### config.mk
export PLATFORM = sky130hd
export DESIGN_NAME = uhbpi_host_port
export DESIGN_NICKNAME = d
export VERILOG_FILES = /design/src/hdl/uhbpi_sync.v /design/src/hdl/uhbpi_host_port.v
export VERILOG_INCLUDE_DIRS = /design/src /design/src/hdl
export SDC_FILE = /design/constraint.sdc
export NUM_CORES = 1
export LEC_CHECK = 0
export ABC_AREA = 1
export BUFFER_PORTS_ARGS = -buffer_cell sky130_fd_sc_hd__buf_2
export CORE_MARGIN = 2
export CORE_UTILIZATION = 40
export DETAILED_ROUTE_END_ITERATION = 6
export SKIP_LAST_GASP = 1
export SLEW_MARGIN = 15
export SYNTH_ARGS = -nofsm -noshare
export SYNTH_HDL_FRONTEND = slang
export SYNTH_SLANG_ARGS = --single-unit
### constraint.sdc
create_clock -name clk -period 2.8 [get_ports clk]
set_clock_uncertainty 0.15 [all_clocks]
set_input_delay 0.42 -clock clk [delete_from_list [all_inputs] [get_ports clk]]
set_output_delay 0.42 -clock clk [all_outputs]
set_load 0.05 [all_outputs]
### src/hdl/uhbpi_consts.vh
`ifndef UHBPI_CONSTS_VH
`define UHBPI_CONSTS_VH

// Host bus widths
`define UHBPI_DATA_W        8
`define UHBPI_ADDR_W        3

// Bus style select pin levels
`define UHBPI_STYLE_STROBE  1'h1
`define UHBPI_STYLE_RWLINE  1'h0

// Direction line levels in read/write-line style
`define UHBPI_RW_READ       1'h1
`define UHBPI_RW_WRITE      1'h0

// Serial line idle levels
`define UHBPI_TX_IDLE_STD   1'h1
`define UHBPI_TX_IDLE_IR    1'h0

// Synchronised pin bundle layout
`define UHBPI_SYNC_W        17
`define UHBPI_SP_DATA_LO    0
`define UHBPI_SP_ADDR_LO    8
`define UHBPI_SP_STYLE      11
`define UHBPI_SP_CS_N       12
`define UHBPI_SP_RD_N       13
`define UHBPI_SP_WR_N       14
`define UHBPI_SP_RX         15
`define UHBPI_SP_SPARE      16
`define UHBPI_SYNC_INIT     17'h0f800

// Access sequencer states
`define UHBPI_ST_IDLE       2'h0
`define UHBPI_ST_READ       2'h1
`define UHBPI_ST_WRITE      2'h2

`endif

### src/hdl/uhbpi_sync.v
`timescale 1ns/100ps
`default_nettype none

module uhbpi_sync #(
  parameter WIDTH = 1,
  parameter [WIDTH-1:0] INIT = {WIDTH{1'b0}}
) (
  input  wire             clk,
  input  wire             rst,
  input  wire             clkEn,
  input  wire [WIDTH-1:0] asyncIn,
  output reg  [WIDTH-1:0] syncOut
);

  reg [WIDTH-1:0] stage1;

  // First stage is read only by the second stage
  always @(posedge clk or posedge rst) begin
    if (rst) begin
      stage1  <= INIT;
      syncOut <= INIT;
    end else if (clkEn) begin
      stage1  <= asyncIn;
      syncOut <= stage1;
    end
  end

endmodule

`default_nettype wire

### src/hdl/uhbpi_host_port.v
// Summary of operation
// - Strobe style: read strobe fall reads addressed register; host samples at rise.
// - Read/write-line style ignores the read strobe pin completely.
// - Strobe style: write strobe rise stores bus byte into addressed register.
// - Read/write-line style: write strobe pin is direction, high read, low write.
// - Bus accesses are honoured only while chip select is held low.
// - Strobe style: interrupt active high, driven only when output enable bit set.
// - Read/write-line style: interrupt active low open drain, never driven high.
// - Standard mode: transmit rests high during reset and idle.
// - Infrared mode: transmit and receive are plainly inverted; transmit rests low when idle.
// - Eight-bit bidirectional data bus; host drives writes, device drives reads.
// - Three address lines select the internal register accessed.
`timescale 1ns/100ps
`default_nettype none
`include "uhbpi_consts.vh"

module uhbpi_host_port (
  input  wire                        clk,
  input  wire                        rst,
  input  wire                        clkEn,
  // Host side pins
  input  wire                        busStyleSel,
  input  wire                        chipSelN,
  input  wire                        readStrobeN,
  input  wire                        writeStrobeN,
  input  wire [`UHBPI_ADDR_W-1:0]    registerSelectLines,
  input  wire [`UHBPI_DATA_W-1:0]    hostDataLinesIn,
  output reg  [`UHBPI_DATA_W-1:0]    hostDataLinesOut,
  output reg                         hostDataLinesOeN,
  output reg                         irqOut,
  output reg                         irqOeN,
  // Serial pins
  output reg                         txPin,
  input  wire                        rxPin,
  // Internal register file side
  output reg                         regRead,
  output reg                         regWrite,
  output reg  [`UHBPI_ADDR_W-1:0]    regAddr,
  output reg  [`UHBPI_DATA_W-1:0]    regWrData,
  input  wire [`UHBPI_DATA_W-1:0]    regRdData,
  input  wire                        intRequest,
  input  wire                        irq_output_enable_bit,
  input  wire                        infrared_mode_bit,
  // Serial engine side
  input  wire                        txSerial,
  input  wire                        txActive,
  output reg                         rxSerial
);

  wire [`UHBPI_SYNC_W-1:0] pinsRaw;
  wire [`UHBPI_SYNC_W-1:0] pinsSync;

  assign pinsRaw = {1'b0, rxPin, writeStrobeN, readStrobeN, chipSelN, busStyleSel,
                    registerSelectLines, hostDataLinesIn};

  // Strobes and selects idle high so no false access leaves reset
  uhbpi_sync #(
    .WIDTH (`UHBPI_SYNC_W),
    .INIT  (`UHBPI_SYNC_INIT)
  ) pinSync (
    .clk     (clk),
    .rst     (rst),
    .clkEn   (clkEn),
    .asyncIn (pinsRaw),
    .syncOut (pinsSync)
  );

  wire [`UHBPI_DATA_W-1:0] sData  = pinsSync[`UHBPI_SP_DATA_LO +: `UHBPI_DATA_W];
  wire [`UHBPI_ADDR_W-1:0] sAddr  = pinsSync[`UHBPI_SP_ADDR_LO +: `UHBPI_ADDR_W];
  wire                     sStyle = pinsSync[`UHBPI_SP_STYLE];
  wire                     sCsN   = pinsSync[`UHBPI_SP_CS_N];
  wire                     sRdN   = pinsSync[`UHBPI_SP_RD_N];
  wire                     sWrN   = pinsSync[`UHBPI_SP_WR_N];
  wire                     sRx    = pinsSync[`UHBPI_SP_RX];

  // Previous synchronised levels for edge detection
  reg prevCsN;
  reg prevRdN;
  reg prevWrN;

  always @(posedge clk or posedge rst) begin
    if (rst) begin
      prevCsN <= 1'h1;
      prevRdN <= 1'h1;
      prevWrN <= 1'h1;
    end else if (clkEn) begin
      prevCsN <= sCsN;
      prevRdN <= sRdN;
      prevWrN <= sWrN;
    end
  end

  function edgeFall;
    input prevLevel;
    input nowLevel;
    begin
      edgeFall = prevLevel & ~nowLevel;
    end
  endfunction

  wire strobeStyle = (sStyle == `UHBPI_STYLE_STROBE);
  wire selected    = ~sCsN;

  // Strobe style: strobes qualified by chip select; read strobe unused otherwise
  wire stRdStart = strobeStyle & selected & edgeFall(prevRdN, sRdN);
  wire stRdEnd   = ~edgeFall(sRdN, prevRdN) ? sRdN | sCsN : 1'h1;
  wire stWrStart = strobeStyle & selected & edgeFall(prevWrN, sWrN);
  wire stWrEnd   = edgeFall(sWrN, prevWrN) | sCsN;

  // Read/write-line style: chip select framing, direction on write strobe pin
  wire csFall    = edgeFall(prevCsN, sCsN);
  wire csRise    = edgeFall(sCsN, prevCsN);
  wire rwRdStart = ~strobeStyle & csFall & (sWrN == `UHBPI_RW_READ);
  wire rwWrStart = ~strobeStyle & csFall & (sWrN == `UHBPI_RW_WRITE);

  localparam [1:0] ST_IDLE  = `UHBPI_ST_IDLE;
  localparam [1:0] ST_READ  = `UHBPI_ST_READ;
  localparam [1:0] ST_WRITE = `UHBPI_ST_WRITE;

  reg [1:0]                state;
  reg [1:0]                next_state;
  reg                      accStyle;
  reg [`UHBPI_ADDR_W-1:0]  accAddr;

  always @* begin
    next_state = state;
    case (state)
      ST_IDLE: begin
        if (stRdStart | rwRdStart) begin
          next_state = ST_READ;
        end else if (stWrStart | rwWrStart) begin
          next_state = ST_WRITE;
        end
      end
      ST_READ: begin
        if (accStyle == `UHBPI_STYLE_STROBE) begin
          if (stRdEnd) begin
            next_state = ST_IDLE;
          end
        end else if (sCsN) begin
          next_state = ST_IDLE;
        end
      end
      ST_WRITE: begin
        if (accStyle == `UHBPI_STYLE_STROBE) begin
          if (stWrEnd) begin
            next_state = ST_IDLE;
          end
        end else if (sCsN) begin
          next_state = ST_IDLE;
        end
      end
      default: begin
        next_state = ST_IDLE;
      end
    endcase
  end

  // Write commits on the closing edge; data is latched then, not at the start
  wire wrCommit = (state == ST_WRITE) &
                  (((accStyle == `UHBPI_STYLE_STROBE) & edgeFall(sWrN, prevWrN) & selected) |
                   ((accStyle == `UHBPI_STYLE_RWLINE) & csRise));

  always @(posedge clk or posedge rst) begin
    if (rst) begin
      state     <= ST_IDLE;
      accStyle  <= `UHBPI_STYLE_STROBE;
      accAddr   <= 3'h0;
      regRead   <= 1'h0;
      regWrite  <= 1'h0;
      regAddr   <= 3'h0;
      regWrData <= 8'h00;
    end else if (clkEn) begin
      state    <= next_state;
      regRead  <= 1'h0;
      regWrite <= 1'h0;
      if (state == ST_IDLE) begin
        accStyle <= sStyle;
        accAddr  <= sAddr;
      end
      if ((state == ST_IDLE) & (stRdStart | rwRdStart)) begin
        regRead <= 1'h1;
        regAddr <= sAddr;
      end
      if (wrCommit) begin
        regWrite  <= 1'h1;
        regAddr   <= accAddr;
        regWrData <= sData;
      end
    end
  end

  // Read data captured the cycle after the read pulse, then driven until release
  reg readPending;

  always @(posedge clk or posedge rst) begin
    if (rst) begin
      readPending      <= 1'h0;
      hostDataLinesOut <= 8'h00;
      hostDataLinesOeN <= 1'h1;
    end else if (clkEn) begin
      readPending <= regRead;
      if (readPending) begin
        hostDataLinesOut <= regRdData;
      end
      // Drive only inside a read; released otherwise to avoid contention
      hostDataLinesOeN <= ~((state == ST_READ) & (next_state == ST_READ) &
                            ~regRead);
    end
  end

  // Interrupt pin shaping per bus style
  always @(posedge clk or posedge rst) begin
    if (rst) begin
      irqOut <= 1'h0;
      irqOeN <= 1'h1;
    end else if (clkEn) begin
      if (strobeStyle) begin
        irqOut <= intRequest;
        irqOeN <= ~irq_output_enable_bit;
      end else begin
        irqOut <= 1'h0;
        irqOeN <= ~intRequest;
      end
    end
  end

  // Serial line: plain inversion in infrared mode, one flop to the pin
  always @(posedge clk or posedge rst) begin
    if (rst) begin
      txPin    <= `UHBPI_TX_IDLE_STD;
      rxSerial <= 1'h1;
    end else if (clkEn) begin
      if (infrared_mode_bit) begin
        txPin    <= txActive ? ~txSerial : `UHBPI_TX_IDLE_IR;
        rxSerial <= ~sRx;
      end else begin
        txPin    <= txActive ? txSerial : `UHBPI_TX_IDLE_STD;
        rxSerial <= sRx;
      end
    end
  end

endmodule

`default_nettype wire

==> summary by stage, run 1 <==
Floorplan
The initialized floorplan defines 30 standard-cell rows. Measured along the x axis, the die boundary spans 87.5 um. The effective utilization at floorplan is 41.3%. The I/O pin total is 58. The height of the chip is 87.5 um. The overall die area is 7660 um2. The placeable core region is 6760 um2.

Logic synthesis
sky130_fd_sc_hd__nand2_1 is the most common cell in the netlist. Sorting the synthesized cells by area gives the leading types as sky130_fd_sc_hd__dfrtp_1, sky130_fd_sc_hd__dfstp_2, sky130_fd_sc_hd__nand2_1, sky130_fd_sc_hd__o21ai_0, sky130_fd_sc_hd__mux2_2. The yosys synthesis warning count is 0. By count the netlist is led by sky130_fd_sc_hd__nand2_1, sky130_fd_sc_hd__dfrtp_1, sky130_fd_sc_hd__o21ai_0, sky130_fd_sc_hd__inv_1, sky130_fd_sc_hd__dfstp_2. The most used flip-flop cell after synthesis is sky130_fd_sc_hd__dfrtp_1.

The number of cells produced by synthesis is 294. The share of synthesized registers carrying an async set or reset is 100%. sky130_fd_sc_hd__dfrtp_1 takes more of the synthesized area than any other cell. In this run the cell area of the synthesized design comes to 2790 um2. Each instance of the synthesized netlist takes up on average 9.49 um2. The post-synth net total is 326.

The number of storage elements in the synthesis netlist is 68. The area share of the leading cell type in the synthesized netlist is 44.9%. The number of different library cells used by synthesis comes to 21. The sequential-to-total area share from yosys stat is 61.8%.

Yosys mapped a number of flops with a built-in enable equal to 0.

Drt
The vias after detailed routing is 1981. After detailed routing, the number of remaining DRC violations is 0. The count of nets left with antenna violations once routing finished came out at 0. The number of vias per cell is 4.50. The number of design-rule violations left by the first detailed-router iteration is 59. The aggregate routed wire length is 5020 um. The routed length per instance is 11.4 um.

The first-pass iteration count of the detailed router is 4.

STA
At the pin with the least slew margin, the transition time is 0.871 ns. The final-report setup violation count is 0. Setup repair after global routing left no endpoint under its margin. The achievable clock frequency is 0.518 GHz. The max-slew violation total from the final report came to 0. The clock period minus worst slack is 1.93 ns.

The number of hold violations in the final report was 0. The final total negative setup slack is 0 ns. The worst slew slack as a fraction of its limit is 41.6%. The final hold slack is 0.122 ns.

The share of the clock period used by the worst path is 68.9%.

Setup path
The flop-to-flop setup slack is 1.01 ns. STA classifies the critical path startpoint as a primary input. Along the worst path, the maximum fanout reaches 35.

The endpoint type of the worst setup path is a flip-flop. STA puts the critical path data arrival time at 2.06 ns. By startpoint and endpoint, the worst setup path is classified as in2reg. At the worst endpoint, the required time is 2.93 ns.

Finish
In the final design database the tool counted 387 nets. The filler cell count is 674. The number of antenna cells inserted is 0. The share of cells above drive strength 1 is 32.8%. The finished layout cell area is 3380 um2. The synthesis-to-layout area growth is 21.0%. The share of the core filled with cells in the final layout is 50.0%.

GRT
The first-pass GRT wire length is 8680 um. Entering global routing, the biggest net connects 39 pins. The leftover overflow at the end of global routing is 0. The number of antenna violations at the first check in global routing is 0. In the global route stage, overall resource usage came out at 14.8%. The via count of the first global-routing pass is 1898.

Clock tree
In this run the number of H-tree levels came out at 3. The number of clock buffers added by TritonCTS is 9. The tree built by TritonCTS fans out to 68 sinks. The clock root buffer is sky130_fd_sc_hd__clkbuf_8. Clock-pin slew was measured on the worst setup and hold paths at 0.07 ns. Post-CTS timing repair inserted 0 buffers for setup. The clock reaches the later pin of the worst-skew pair after 0.34 ns.

TritonCTS built the clock tree. The buffer levels on the longest clock path is 2.

Power
The design draws 3070 uW. The total leakage power is 0.00175 uW. For this design the ratio of total power to cell area is 910 nW/um2.

VDD sags by at most 0.000272 V.

Run
Max-cap violations in this run came to 0.

Placement
The placer's final routability congestion estimate is 0.740. The half-perimeter wire length after detailed placement is 3490 um. The number of port buffers is 57.

The area after detailed placement is 3130 um2.

Run status
The run finished with clean final reports.

Min path
The worst hold path belongs to the class in2reg.
flip-flops by register name, summed over array words and instances (netlist names), 2 cells and up:
name,cells
hostDataLinesOut,8
state,2
regWrData,8
pinSync.stage1,16
regAddr,3
pinSync.syncOut,16
accAddr,3
kinds of logic after synthesis:
family / count (synthesis) / synth area share, %
compound gates: 42 / 8.79
xor+xnor: 2 / 0.628
buf+inv: 35 / 5.61
flops: 68 / 61.8
mux: 8 / 3.23
simple gates: 139 / 19.9
worst paths after layout:
kind	start	endpoint	cells after the start
min in group asynchronous	rst	regWrData[5]$_DFFE_PP0P_	3
max reg2reg	prevCsN$_DFFE_PP1P_	regAddr[1]$_DFFE_PP0P_	7
max in group asynchronous	rst	prevRdN$_DFFE_PP1P_	4
max	clkEn	irqOeN$_DFFE_PP1P_	4
min reg2reg	pinSync.stage1[14]$_DFFE_PP1P_	pinSync.stage1[14]$_DFFE_PP1P_	2
min	readStrobeN	pinSync.stage1[13]$_DFFE_PP1P_	3
final cells by class:
class                           instances  area (um2)  share of cell area, %
Clock inverter                          4        70.1                   2.08
Tap cell                               80         100                   2.97
Multi-Input combinational cell        191         908                   26.9
Timing Repair Buffer                   61         318                   9.41
Inverter                               24        90.1                   2.67
Sequential cell                        68        1720                   51.1
Clock buffer                           12         165                   4.89
timing repair:
| action | 4_1_cts | 5_1_grt |
|---|---|---|
| hold buffers | 1 | 0 |
| resized for setup | 0 | 0 |
| endpoints found under the hold margin | 25 | 0 |
per-layer routing:
layer  routed length, um  up-vias  share of wire [%]  track usage [%]
met5                   0        -                  0                0
met4                  73        0                1.5             5.87
met3                 256        7                5.1             4.55
met2                2180       46                 43             21.6
met1                2510      879                 50             20.6
li1                    -     1049                  -                -
cells in the final DEF (no fill, tap or decap), types with 2 or more instances in the layout:
master                      instances
sky130_fd_sc_hd__xnor2_1            2
sky130_fd_sc_hd__a21oi_1            2
sky130_fd_sc_hd__buf_4              3
sky130_fd_sc_hd__nand2_1          115
sky130_fd_sc_hd__o21ai_2            8
sky130_fd_sc_hd__mux2_2             8
sky130_fd_sc_hd__o21ai_0           30
sky130_fd_sc_hd__nand2_2            5
sky130_fd_sc_hd__clkbuf_8          12
sky130_fd_sc_hd__inv_2              2
sky130_fd_sc_hd__nand3_1           11
sky130_fd_sc_hd__buf_2             57
sky130_fd_sc_hd__inv_1             21
sky130_fd_sc_hd__dfstp_2           18
sky130_fd_sc_hd__dfrtp_1           50
sky130_fd_sc_hd__nor2_1             5
sky130_fd_sc_hd__clkinv_2           2
sky130_fd_sc_hd__nand4_1            2
sky130_fd_sc_hd__bufinv_16          2
power breakdown:
part           switching, uW  internal [uW]  leakage [uW]
sequential               100           1200      0.000824
clock                    353            571      0.000122
combinational            624            224      0.000806
stage by stage:
step / setup WS [ns] / std cells
global placement: 0.490 / 423
finish: 0.870 / 440
detailed placement: 0.432 / 423
global route: 0.585 / 440
floorplan: 0.548 / 294
CTS: 0.798 / 440
critical path, stage by stage:
cell	delay [ns]
sky130_fd_sc_hd__buf_2	0.30
sky130_fd_sc_hd__clkinv_1	0.78
sky130_fd_sc_hd__a21oi_1	0.37
sky130_fd_sc_hd__a22o_1	0.16
Note: power is estimated with default switching activity, not from simulation.
==> run 2, diff against run 1 <==
==> constraint.sdc (replaced) <==
create_clock -name clk -period 1.6 [get_ports clk]
set_clock_uncertainty 0.15 [all_clocks]
set_input_delay 0.24 -clock clk [delete_from_list [all_inputs] [get_ports clk]]
set_output_delay 0.24 -clock clk [all_outputs]
set_load 0.05 [all_outputs]
==> run 2 against run 1 <==
Non-clock buffer count up 34. Combinational power up 85%. Die area unchanged. Sequential cell count unchanged. Worst hold slack worse by 0.088 ns. Total power up 69%. Cell count up 7.7%. First-iteration DRC count up 140%. Critical path depth down 3. Count of clock-buffer cells in the layout down 1. Register-to-register slack worse by 0.92 ns. Sequential share of layout area down 5.0 points. Critical endpoint is now irqOeN.
==> summary by stage, run 2 (synthesis results as in run 1) <==
Run status
The run finished with clean final reports.

GRT
The global routing usage summed across all routing layers is 15.8%. The via count of the first global-routing pass is 2031. The number of antenna violations at the first check in global routing is 0. The leftover overflow at the end of global routing is 0. Entering global routing, the biggest net connects 36 pins. The first-pass GRT wire length is 9230 um.

Clock tree
The CTS buffer count is 9. The clock latency at the later pin of the worst-skew pair is 0.35 ns. The clock passes through at most 2 buffers. In this run the clock root is driven by a sky130_fd_sc_hd__clkbuf_8. TritonCTS built the clock tree. The clock drives 68 sinks. Clock-pin slew was measured on the worst setup and hold paths at 0.06 ns.

The number of H-tree levels is 3.

Min path
The class of the most critical hold timing path is in2reg.

Drt
The DRC violations left is 0. After detailed routing, the average wire length per cell comes to 11.5 um. The aggregate routed wire length is 5460 um.

Using the TritonRoute via totals, the vias-per-cell ratio works out to 4.57. The pre-antenna-repair detailed-routing pass consisted of 4 iterations. In this run the remaining antenna-violating nets after routing total 0. The number of design-rule violations left by the first detailed-router iteration is 140.

The vias after detailed routing is 2165.

Setup path
The critical path is of the reg2out type. For the worst setup path, the data required time is 1.21 ns. The slowest stage of the critical path belongs to the cell sky130_fd_sc_hd__dfstp_2. Of all nets on the critical path, the largest fanout is 2.

The worst setup path is launched from a flip-flop. The number of buffers and inverters on the critical path is 1. On the critical path the largest part of the delay comes from flip-flops. The data arrival time of the critical path is 1.13 ns. The critical path goes through buf_2. The worst setup path is captured at an output port. The worst stage delay on the critical path is 0.53 ns.

Floorplan
Once the floorplan was initialized, standard cells occupied 41.3% of the core. The height of the chip is 87.5 um. From left edge to right edge, the die measures 87.5 um. The count of standard-cell rows is 30.

The overall die area is 7660 um2. In this run the standard cell core region covers 6760 um2. 58 I/O pins were placed.

Power
The worst vdd rail ir drop is 0.000486 V. The power density over the cells is 1390 nW/um2. After layout, the design draws a total of 5190 uW. Of the total power, the share spent switching nets is 37.0%. The portion of total power attributed to the clock network is 25.6%. Combinational logic burns 30.3% of the power. The internal cell power is 3270 uW. The total leakage power is 0.00190 uW. The analysis attributes to net switching a power of 1920 uW.

Sequential cells burn 44.1% of the power.

Finish
The area of combinational cells with multiple inputs is 937 um2. After routing the design area is 3740 um2. After filler insertion, the fill cell instance count of the layout stands at 604. From synthesis to final layout, the design area changed by 34.2%. The sequential cell area in the final layout is 1720 um2. The repair_antennas step left the layout with diodes totalling 0. The net count of the finished layout is 421.

The largest registers in the layout are pinSync.stage1 (16), pinSync.syncOut (16). The top cell types in the final layout, fill and taps aside, are sky130_fd_sc_hd__nand2_1, sky130_fd_sc_hd__buf_2, sky130_fd_sc_hd__dfrtp_1. Of the cells placed in the final design, the portion with a size suffix greater than 1 is 32.7%. Leaving out fill and tap cells, the most frequent cell in the layout is sky130_fd_sc_hd__nand2_1.

Placement
The worst setup slack before clock tree synthesis is 0.00863 ns. Once placement finished, the instance area stood at 3240 um2. The HPWL after detailed placement is 3640 um.

Input and output buffers added on the ports amount to 57. At the end of routability-driven placement, the weighted congestion stood at 0.795.

STA
Based on the critical path, the design can be clocked at up to 0.657 GHz. Once routing completed, OpenROAD measured the worst setup slack at 0.0783 ns. Setup violations remaining at the end of the flow were counted as 0. The max-slew violation total from the final report came to 0. For the pin with the worst max-slew slack, the measured transition is 0.423 ns. Setup repair after global routing could not meet its margin everywhere. The number of hold violations in the final report is 0. Of the available clock period, the critical path in the final layout requires 95.1%. The worst slew slack as a fraction of its limit is 71.7%. For the finished layout, the period the worst path requires is 1.52 ns.

The final hold slack is 0.0346 ns.

Run
Max-cap violations in this run came to 0.
==> run 2: final cells by class <==
| type | instances | area share (%) |
|---|---|---|
| Inverter | 24 | 2.51 |
| Tap cell | 80 | 2.67 |
| Clock buffer | 11 | 3.51 |
| Timing Repair Buffer | 95 | 18.8 |
| Sequential cell | 68 | 46.1 |
| Clock inverter | 5 | 1.40 |
| Multi-Input combinational cell | 191 | 25.0 |
==> run 2: final timing paths <==
| path | from | end | slack [ns] | depth (start not counted) |
|---|---|---|---|---|
| min in group asynchronous | rst | regWrite$_DFFE_PP0P_ | 0.29 | 3 |
| worst min-delay path | infrared_mode_bit | txPin$_DFFE_PP1P_ | 0.03 | 3 |
| max in group asynchronous | rst | irqOeN$_DFFE_PP1P_ | 0.47 | 4 |
| worst max register to register | pinSync.syncOut[14]$_DFFE_PP1P_ | regWrData[0]$_DFFE_PP0P_ | 0.09 | 8 |
| worst min register to register | pinSync.stage1[12]$_DFFE_PP1P_ | pinSync.stage1[12]$_DFFE_PP1P_ | 0.31 | 2 |
| worst max-delay path | irqOeN$_DFFE_PP1P_ | irqOeN | 0.08 | 1 |
==> run 2: power groups by stage <==
stage               registers (uW)  clock network (uW)  logic [uW]
floorplan                     3000                   0         446
global placement              2300                   0        1510
detailed placement            2300                   0        1530
CTS                           2280                1370        1580
global route                  2330                1440        1710
finish                        2290                1330        1570
==> run 2: through the flow <==
| stage | instances | utilization [%] | TNS (ns) |
|---|---|---|---|
| global route | 474 | 55.4 | -0.00809 |
| CTS | 472 | 54.6 | 0 |
| floorplan | 294 | - | 0 |
| finish | 474 | 55.4 | 0 |
| detailed placement | 430 | 47.9 | 0 |
| global placement | 430 | 47.9 | 0 |
==> run 2: metal layers <==
layer,wire [um],GRT usage (%),vias to the layer above,part of all wire (%)
li1,-,-,1115,-
met1,2730,21.8,980,50
met2,2330,22.7,57,43
met3,273,4.08,13,5.0
met4,125,8.95,0,2.3
met5,0,0,-,0
==> run 2: repair_timing <==
item / CTS / global route
endpoints found under the setup margin: 1 / 11
buffers inserted: 0 / 1
gates resized for setup: 1 / 6
hold buffers: 26 / 0
hold endpoints to repair: 31 / 0
gates cloned: 0 / 1
pin swaps: 0 / 1
